File: config.mk
export PLATFORM = sky130hd
export DESIGN_NAME = occ_console
export DESIGN_NICKNAME = d
export VERILOG_FILES = /design/src/rtl/occ_placeholder_none.sv /design/src/rtl/occ_pkg.sv /design/src/rtl/occ_console.sv
export SDC_FILE = /design/constraint.sdc
export NUM_CORES = 1
export LEC_CHECK = 0
export ABC_CLOCK_PERIOD_IN_PS = 4600
export BUFFER_PORTS_ARGS = -buffer_cell sky130_fd_sc_hd__buf_2
export CAP_MARGIN = 5
export CORE_AREA = 2 2 150 152
export CTS_BUF_LIST = sky130_fd_sc_hd__clkbuf_16
export CTS_CLUSTER_SIZE = 30
export DETAILED_ROUTE_END_ITERATION = 8
export DIE_AREA = 0 0 152 154
export GPL_ROUTABILITY_DRIVEN = 0
export PLACE_DENSITY = 0.66
export SKIP_LAST_GASP = 1
export SLEW_MARGIN = 10
export SYNTH_ARGS = -nofsm -noshare
export SYNTH_HDL_FRONTEND = slang
export SYNTH_SLANG_ARGS = --single-unit
File: constraint.sdc
create_clock -name sys_clk -period 4.6 [get_ports sys_clk]
set_input_delay 0.23 -clock sys_clk [delete_from_list [all_inputs] [get_ports sys_clk]]
set_output_delay 0.23 -clock sys_clk [all_outputs]
set_load 0.02 [all_outputs]
File: src/rtl/occ_placeholder_none.sv
`default_nettype none
`default_nettype wire

File: src/rtl/occ_pkg.sv
`default_nettype none
package occ_pkg;
    // Data path and selection widths
    localparam int WORD_W = 24;
    localparam int BUS_W  = 32;
    localparam int ADDR_W = 8;
    localparam int SEL_N  = 4;

    // Register select positions
    localparam int SEL_P = 0;
    localparam int SEL_I = 1;
    localparam int SEL_B = 2;
    localparam int SEL_A = 3;
    localparam logic [SEL_N-1:0] SEL_RESET = 4'h1;
    localparam logic [SEL_N-1:0] SEL_ONE   = 4'h1;

    // Register offsets on the software port
    localparam logic [ADDR_W-1:0] ADDR_SWITCH_BANK = 8'h00;
    localparam logic [ADDR_W-1:0] ADDR_LAMPS       = 8'h04;
    localparam logic [ADDR_W-1:0] ADDR_DISPLAY     = 8'h08;
    localparam logic [ADDR_W-1:0] ADDR_MODE        = 8'h0c;

    // Protect trap vector and second branch location (octal 20 and 24)
    localparam logic [WORD_W-1:0] PROTECT_VECTOR = 24'h000010;
    localparam logic [WORD_W-1:0] PROTECT_ALT    = 24'h000014;

    // Indicator latches, lowest field in bit 0 when read
    typedef struct packed {
        logic autoMode;
        logic demand;
        logic stall;
        logic memParity;
        logic coreTemp;
        logic cabHeat;
        logic perBuf;
        logic overflow;
        logic stale;
        logic protect;
        logic watchdog;
    } lamps_type;
    localparam int LAMP_W = $bits(lamps_type);

    // Operator switches and buttons, sampled as levels
    typedef struct packed {
        logic [WORD_W-1:0] dispSw;
        logic [SEL_N-1:0]  selBtn;
        logic              clearBtn;
        logic              stepBtn;
        logic              demandBtn;
        logic              alarmClrBtn;
        logic              initBtn;
        logic              autoSw;
        logic              holdPSw;
        logic              holdISw;
        logic              stallLoSw;
        logic              intLoSw;
        logic              consoleLoSw;
        logic              parityStopSw;
    } consoleIn_type;

    // Processor register contents shown on the display
    typedef struct packed {
        logic [WORD_W-1:0] regA;
        logic [WORD_W-1:0] regB;
        logic [WORD_W-1:0] regI;
        logic [WORD_W-1:0] regP;
    } cpuRegs_type;

    // Processor events, one-cycle pulses except the heat1, heat2 and coreTempBad levels
    typedef struct packed {
        logic              wdExpire;
        logic              wdRestart;
        logic              protViol;
        logic              spbExec;
        logic [WORD_W-1:0] spbAddr;
        logic              longOpDone;
        logic              nextInstr;
        logic              ovfEvt;
        logic              jnoExec;
        logic              lprExec;
        logic              lprOvf;
        logic              perParity;
        logic              perDeadman;
        logic              heat1;
        logic              heat2;
        logic              stallTimeout;
        logic              coreTempBad;
        logic              memParityErr;
        logic              jndExec;
        logic              instrDone;
        logic              readSwitchOp;
    } cpuEvt_type;

    // Controls returned to the processor
    typedef struct packed {
        logic [WORD_W-1:0] setMask;
        logic              setA;
        logic              setB;
        logic              clrA;
        logic              clrB;
        logic              holdP;
        logic              holdI;
        logic              stallEnable;
        logic              stepPulse;
        logic              startTiming;
        logic              intMask;
        logic              protFetch;
        logic              shutdown;
        logic              halt;
        logic [WORD_W-1:0] switchWord;
        logic              switchValid;
    } cpuCtl_type;

    // Complete block state
    typedef struct packed {
        logic [WORD_W-1:0] prevDisp;
        logic [SEL_N-1:0]  prevSel;
        logic              prevClear;
        logic              prevStep;
        logic              prevDemand;
        logic              prevAlarm;
        logic              prevInit;
        logic [SEL_N-1:0]  sel;
        lamps_type         lamps;
        cpuCtl_type        ctl;
        logic [WORD_W-1:0] switchBank;
        logic [WORD_W-1:0] display;
        logic [BUS_W-1:0]  rdData;
    } state_type;
endpackage
`default_nettype wire

File: src/rtl/occ_console.sv
// Our own choices: the address map and the strobed register port.
`default_nettype none
module occ_console
    import occ_pkg::*;
(
    // Clock and reset
    input  wire logic                sys_clk,
    input  wire logic                rst_n,
    // Operator panel
    input  wire consoleIn_type       conIn,
    output logic [WORD_W-1:0]        displayLamps,
    output logic [SEL_N-1:0]         selLamps,
    output lamps_type                lamps,
    output logic                     alarmLamp,
    // Processor side
    input  wire cpuRegs_type         cpuRegs,
    input  wire cpuEvt_type          cpuEvt,
    output cpuCtl_type               cpuCtl,
    output logic [WORD_W-1:0]        fetchAddr,
    // Software register port
    input  wire logic [ADDR_W-1:0]   busAddr,
    input  wire logic [BUS_W-1:0]    busWdata,
    input  wire logic                busWr,
    input  wire logic                busRd,
    output logic [BUS_W-1:0]         busRdata
);

    state_type          st_r;
    state_type          st_nxt;
    logic               consoleLock;
    logic               panelOn;
    logic               manualOn;
    logic [WORD_W-1:0]  dispRise;
    logic [SEL_N-1:0]   selRise;
    logic               clearRise;
    logic               stepRise;
    logic               demandFall;
    logic               alarmClr;
    logic               initRise;
    logic               spbHit;
    logic               parityFlag;

    // Panel qualifiers and button edges
    assign consoleLock = conIn.consoleLoSw;
    assign panelOn     = !consoleLock;
    assign manualOn    = panelOn && !st_r.lamps.autoMode;
    assign dispRise    = conIn.dispSw & ~st_r.prevDisp;
    assign selRise     = conIn.selBtn & ~st_r.prevSel;
    assign clearRise   = conIn.clearBtn && !st_r.prevClear;
    assign stepRise    = conIn.stepBtn && !st_r.prevStep;
    assign demandFall  = !conIn.demandBtn && st_r.prevDemand;
    assign alarmClr    = panelOn && conIn.alarmClrBtn && !st_r.prevAlarm;
    assign initRise    = manualOn && conIn.initBtn && !st_r.prevInit;
    assign spbHit      = cpuEvt.spbExec && (cpuEvt.spbAddr == PROTECT_VECTOR
                         || cpuEvt.spbAddr == PROTECT_ALT);
    assign parityFlag  = st_r.lamps.memParity || cpuEvt.memParityErr;

    // Next-state logic for the whole console
    always_comb begin
        st_nxt = st_r;
        st_nxt.prevDisp   = conIn.dispSw;
        st_nxt.prevSel    = conIn.selBtn;
        st_nxt.prevClear  = conIn.clearBtn;
        st_nxt.prevStep   = conIn.stepBtn;
        st_nxt.prevDemand = conIn.demandBtn;
        st_nxt.prevAlarm  = conIn.alarmClrBtn;
        st_nxt.prevInit   = conIn.initBtn;

        // Mode switch, frozen under console lockout
        if (panelOn) begin
            st_nxt.lamps.autoMode = conIn.autoSw;
        end
        st_nxt.ctl.startTiming = panelOn && conIn.autoSw
                                 && !st_r.lamps.autoMode;

        // Register select, lowest pressed button wins
        if (panelOn && (|selRise)) begin
            st_nxt.sel = selRise & (~selRise + SEL_ONE);
        end

        // Display entry and clear of A or B in manual mode
        st_nxt.ctl.setMask = manualOn ? dispRise : '0;
        st_nxt.ctl.setA = manualOn && st_r.sel[SEL_A] && (|dispRise);
        st_nxt.ctl.setB = manualOn && st_r.sel[SEL_B] && (|dispRise);
        st_nxt.ctl.clrA = manualOn && st_r.sel[SEL_A] && clearRise;
        st_nxt.ctl.clrB = manualOn && st_r.sel[SEL_B] && clearRise;

        // Panel switches routed to the processor
        st_nxt.ctl.holdP = panelOn && conIn.holdPSw;
        st_nxt.ctl.holdI = panelOn && conIn.holdISw;
        st_nxt.ctl.stallEnable = !(panelOn && st_r.lamps.autoMode
                                   && conIn.stallLoSw);
        st_nxt.ctl.intMask   = panelOn && conIn.intLoSw;
        st_nxt.ctl.stepPulse = manualOn && stepRise;

        // Switch bank word returned to the read-switch instruction
        st_nxt.ctl.switchValid = cpuEvt.readSwitchOp;
        if (cpuEvt.readSwitchOp) begin
            st_nxt.ctl.switchWord = st_r.switchBank;
        end

        // Selected register to the display lamps
        case (1'b1)
            st_r.sel[SEL_A]: st_nxt.display = cpuRegs.regA;
            st_r.sel[SEL_B]: st_nxt.display = cpuRegs.regB;
            st_r.sel[SEL_I]: st_nxt.display = cpuRegs.regI;
            default:         st_nxt.display = cpuRegs.regP;
        endcase

        // Watchdog lamp, expiry wins over restart
        if (cpuEvt.wdRestart) begin
            st_nxt.lamps.watchdog = 1'b0;
        end
        if (cpuEvt.wdExpire) begin
            st_nxt.lamps.watchdog = 1'b1;
        end

        // Memory protect lamp and trap request
        if (spbHit) begin
            st_nxt.lamps.protect = 1'b0;
        end
        if (cpuEvt.protViol) begin
            st_nxt.lamps.protect = 1'b1;
        end
        st_nxt.ctl.protFetch = cpuEvt.protViol;

        // Instruction register stale flag
        if (cpuEvt.nextInstr) begin
            st_nxt.lamps.stale = 1'b0;
        end
        if (cpuEvt.longOpDone) begin
            st_nxt.lamps.stale = 1'b1;
        end

        // Overflow flag with status restore
        if (cpuEvt.jnoExec || (cpuEvt.lprExec && !cpuEvt.lprOvf)) begin
            st_nxt.lamps.overflow = 1'b0;
        end
        if (cpuEvt.ovfEvt || (cpuEvt.lprExec && cpuEvt.lprOvf)) begin
            st_nxt.lamps.overflow = 1'b1;
        end

        // Latched errors cleared only by alarm/clear or initialize
        if (alarmClr) begin
            st_nxt.lamps.perBuf    = 1'b0;
            st_nxt.lamps.memParity = 1'b0;
            st_nxt.lamps.stall     = 1'b0;
        end
        if (cpuEvt.perParity || cpuEvt.perDeadman) begin
            st_nxt.lamps.perBuf = 1'b1;
        end
        if (cpuEvt.memParityErr) begin
            st_nxt.lamps.memParity = 1'b1;
        end
        if (cpuEvt.stallTimeout) begin
            st_nxt.lamps.stall = 1'b1;
        end

        // Temperature indicators follow their sensors
        st_nxt.lamps.cabHeat  = cpuEvt.heat1;
        st_nxt.lamps.coreTemp = cpuEvt.coreTempBad;

        // Shutdown on second heat limit, either heat limit with stall, or hot core with parity
        st_nxt.ctl.shutdown = cpuEvt.heat2
            || ((cpuEvt.heat1 || cpuEvt.heat2) && cpuEvt.stallTimeout)
            || (st_r.lamps.coreTemp && cpuEvt.memParityErr);

        // Demand flag set on release, even under lockout
        if (cpuEvt.jndExec) begin
            st_nxt.lamps.demand = 1'b0;
        end
        if (demandFall) begin
            st_nxt.lamps.demand = 1'b1;
        end

        // Parity stop halt held until the parity lamp is cleared
        st_nxt.ctl.halt = (st_r.ctl.halt && st_nxt.lamps.memParity)
            || (cpuEvt.instrDone && conIn.parityStopSw && parityFlag);

        // Initialize clears every indicator latch but the mode and temperature lamps
        if (initRise) begin
            st_nxt.lamps.watchdog  = 1'b0;
            st_nxt.lamps.protect   = 1'b0;
            st_nxt.lamps.stale     = 1'b0;
            st_nxt.lamps.overflow  = 1'b0;
            st_nxt.lamps.perBuf    = 1'b0;
            st_nxt.lamps.memParity = 1'b0;
            st_nxt.lamps.stall     = 1'b0;
            st_nxt.lamps.demand    = 1'b0;
            st_nxt.ctl.halt        = 1'b0;
        end

        // Software port: switch bank write and registered reads
        if (busWr && busAddr == ADDR_SWITCH_BANK) begin
            st_nxt.switchBank = busWdata[WORD_W-1:0];
        end
        st_nxt.rdData = '0;
        if (busRd) begin
            case (busAddr)
                ADDR_SWITCH_BANK: st_nxt.rdData = BUS_W'(st_r.switchBank);
                ADDR_LAMPS:       st_nxt.rdData = BUS_W'(st_r.lamps);
                ADDR_DISPLAY:     st_nxt.rdData = BUS_W'(st_r.display);
                ADDR_MODE:        st_nxt.rdData = BUS_W'({st_r.ctl.halt,
                                                          st_r.sel});
                default:          st_nxt.rdData = '0;
            endcase
        end
    end

    // State register with synchronous reset
    always_ff @(posedge sys_clk) begin
        if (!rst_n) begin
            st_r <= '0;
            st_r.sel <= SEL_RESET;
            st_r.ctl.stallEnable <= 1'b1;
        end else begin
            st_r <= st_nxt;
        end
    end

    // Outputs from the state register, fetchAddr tied to PROTECT_VECTOR
    assign displayLamps = st_r.display;
    assign selLamps     = st_r.sel;
    assign lamps        = st_r.lamps;
    assign cpuCtl       = st_r.ctl;
    assign fetchAddr    = PROTECT_VECTOR;
    assign busRdata     = st_r.rdData;
    assign alarmLamp    = st_r.lamps.watchdog || st_r.lamps.protect
                          || st_r.lamps.perBuf || st_r.lamps.memParity
                          || st_r.lamps.stall || st_r.lamps.coreTemp
                          || st_r.lamps.cabHeat;
endmodule // occ_console
`default_nettype wire

==> results.toml <==
[grt]
first_global_vias = 6257
wire_length_of_the_first_global_routing_pass_um = 34200
track_usage_pct = 18.4
grt_max_degree = 91
number_of_antenna_violations_at_the_first_check_in_global_routing = 0
global_route.overflow_total = 0

[worst_setup_path]
critical_path.slowest_cell = "sky130_fd_sc_hd__dfxtp_2"
rrSetupSlack_ns = 2.70
timing.critical_path.from_type = "flip-flop"
cell_chain_of_the_critical_path = "buf_2"
critical_path_required_ns = 4.37
cp_class = "reg -> out"
cp.buffers_inverters = 1
critical_path.endpoint_type = "output port"
critical_path_s_top_delay_family = "flip-flops"
arrival_ns = 1.81
worstPathMaxFanout = 53
slowest_delay_ns = 1.06

[logic_synthesis]
synthesis.instances = 869
synth_seq_cells = 182
synth_area_per_cell_um2 = 9.36
postSynth.asyncResetShare_pct = 0
synth_xor_xnor_area_share_pct = 0
synth_compound_gate_area_share_pct = 6.78
synth-main-ff-cell = "sky130_fd_sc_hd__dfxtp_1"
yosysMostFrequentCell = "sky130_fd_sc_hd__dfxtp_1"
netlist.area_leader.share_pct = 44.8
synth-warning-count = 0
synth.mux.area_fraction_pct = 11.2
register_area_share_after_synthesis_pct = 44.8
syn_area_um2 = 8130
synth_top_family_by_area = "simple AND/OR/NAND/NOR gates"
post-synth-top-area-cell = "sky130_fd_sc_hd__dfxtp_1"
synth.lib_cells_used.distinct = 40
ys_top_cells_by_area = "sky130_fd_sc_hd__dfxtp_1 45%, sky130_fd_sc_hd__buf_4 14%, sky130_fd_sc_hd__mux2i_1 9.8%, sky130_fd_sc_hd__nor2b_1 4.4%, sky130_fd_sc_hd__and2_1 3.2%"
synth_fa_ha_area_share_pct = 0
synth_edf_count = 0
synth.cells.most_frequent = "182 x sky130_fd_sc_hd__dfxtp_1, 157 x sky130_fd_sc_hd__buf_4, 80 x sky130_fd_sc_hd__mux2i_1"
yosys.area_share.simple_pct = 19.8

[clock_tree]
cts_tree = "done"
clk_path_buf_depth = 2
insertion_delay_of_the_later_clocked_pin_in_the_worst_skew_pair_ns = 0.44
cts_root_buffer = "sky130_fd_sc_hd__clkbuf_16"
ctsHtreeMaxLevel = 4
clkSlewWorstSetupHoldPaths_ns = 0.08
tritoncts.num_buffers = 17
post_cts_resize_count = 0
cts_sinks = 182

[floorplan]
vertical_die_dimension_um = 154
initial_utilization_pct = 37.5
floorplan.core_area_um2 = 21700
die_area_um2 = 23400
die_x_um = 152
row_count = 54
io_pins = 382

[place]
placement.cell_area_um2 = 8930
post-dp-hpwl_um = 16100
dp_slack_ns = 2.24
port_buffers = 340

[sta]
layout_worst_path_cycle_share_pct = 44.3
min_period_ns = 2.04
timing.clock.skew_ns = 0.0165
fmax_mhz = 491
timing.final.setup_violations = 0
hold_viol_final = 0
finalWorstSetupSlack_ns = 2.56
slew_limit_fails = 0
slew_headroom_pct = 22.8
fin_setup_tns_ns = 0
max_slew.worst_pin.slew_ns = 1.15
rsz_0062_raised_after_global_routing = "false"

[final_layout]
area_growth_pct = 19.9
insertedDiodeCount = 0
post-route-cell-area_um2 = 9750
final_layout_size_suffix_gt1_share_pct = 35.1
final_nets = 1307
n_fill_cell = 2135

[routing]
post-route-drc-count = 0
drt_pass1_iterations = 4
routed_wire_length_um = 22100
routed-via-count = 6321
drt_iter0_drc = 317
final_antenna_net_count = 0
detail_route.vias_per_cell = 4.59
route.detailed.wl_per_inst_um = 16.1

[power_and_ir_drop]
power.leakage_nw = 4.41
power.density_nw_per_um2 = 356
peakVddDrop_v = 0.000206

[run_status]
outcome = "completed"

[worst_hold_path]
hold_path.class = "in -> reg"

[run]
cap_viol_max_count = 0
[layout by cell type, fill, tap and decap left out, types with 3 or more instances in the layout]
| master | instances |
|---|---|
| sky130_fd_sc_hd__a21boi_0 | 4 |
| sky130_fd_sc_hd__a21oi_1 | 18 |
| sky130_fd_sc_hd__nand3_1 | 29 |
| sky130_fd_sc_hd__nand4_1 | 7 |
| sky130_fd_sc_hd__dfxtp_2 | 3 |
| sky130_fd_sc_hd__nor3_1 | 3 |
| sky130_fd_sc_hd__mux4_2 | 5 |
| sky130_fd_sc_hd__nand2_1 | 58 |
| sky130_fd_sc_hd__a22oi_1 | 13 |
| sky130_fd_sc_hd__clkbuf_16 | 17 |
| sky130_fd_sc_hd__nor2b_1 | 57 |
| sky130_fd_sc_hd__a21boi_1 | 20 |
| sky130_fd_sc_hd__nand2b_1 | 30 |
| sky130_fd_sc_hd__inv_8 | 5 |
| sky130_fd_sc_hd__clkinv_4 | 4 |
| sky130_fd_sc_hd__dfxtp_1 | 179 |
| sky130_fd_sc_hd__nor4_1 | 6 |
| sky130_fd_sc_hd__and2_1 | 42 |
| sky130_fd_sc_hd__inv_1 | 6 |
| sky130_fd_sc_hd__conb_1 | 32 |
| sky130_fd_sc_hd__dlygate4sd3_1 | 26 |
| sky130_fd_sc_hd__o21ai_0 | 26 |
| sky130_fd_sc_hd__buf_2 | 339 |
| sky130_fd_sc_hd__nor2_1 | 60 |
| sky130_fd_sc_hd__mux2i_1 | 80 |
[cells by family (layout without fill, tap and decap cells)]
family / count (synthesis) / in the layout
multiplexers: 85 / 85
AND/OR/NAND/NOR: 304 / 304
AO/OA/AOI/OAI: 88 / 88
buffers and inverters: 208 / 405
other: 2 / 32
flip-flops: 182 / 182
[flip-flops by register name, indices dropped and copies added, names as in the netlist]
name / flops
selLamps: 4
lamps: 11
busRdata: 24
cpuCtl: 62
st_r: 57
displayLamps: 24
[layer usage]
| metal | vias up | part of all wire (%) | global-route usage (%) |
|---|---|---|---|
| met2 | 228 | 48 | 30.3 |
| met1 | 2970 | 45 | 24.1 |
| met4 | 0 | 1.0 | 5.30 |
| met5 | - | 0 | 0 |
| li1 | 3110 | - | - |
| met3 | 13 | 6.1 | 4.57 |
[final timing paths]
kind                           endpoint                     start  cells past startpoint
max                         selLamps[2]  selLamps[2]$_SDFFE_PN0P_                      1
min                st_r[178]$_SDFF_PN0_                 conIn[28]                      2
min reg2reg       cpuCtl[30]$_SDFF_PN0_      st_r[160]$_SDFF_PN0_                      1
max reg2reg  displayLamps[0]$_SDFF_PN0_  selLamps[1]$_SDFFE_PN0P_                      4
[power breakdown]
group          internal [mW]  total (mW)  switching [mW]
Combinational          0.186       0.402           0.216
Sequential              1.63        1.68          0.0480
Clock                  0.715        1.39           0.678
[what timing repair did]
item	in CTS	in global routing
hold endpoints to repair	26	0
buffers inserted	0	0
hold buffers	26	0
[per-stage QoR]
step | std cells | hold slack (ns) | power (mW) | utilization, %
floorplan | 899 | 0.315 | 1.98 | -
global placement | 1318 | 0.379 | 2.09 | 41.2
detailed placement | 1318 | 0.381 | 2.10 | 41.2
CTS | 1376 | 0.000681 | 3.51 | 45.0
global route | 1376 | 0.0146 | 3.62 | 45.0
finish | 1376 | 0.0129 | 3.47 | 45.0
[final cells by class]
cell class,instances,area (um^2),share of cell area [%]
Sequential cell,182,3650,37.4
Multi-Input combinational cell,509,3200,32.8
Timing Repair Buffer,367,1970,20.2
Clock buffer,17,425,4.36
Tap cell,280,350,3.59
Clock inverter,15,139,1.42
Inverter,6,22.5,0.231
No activity file was read; power rests on OpenSTA's default activity.
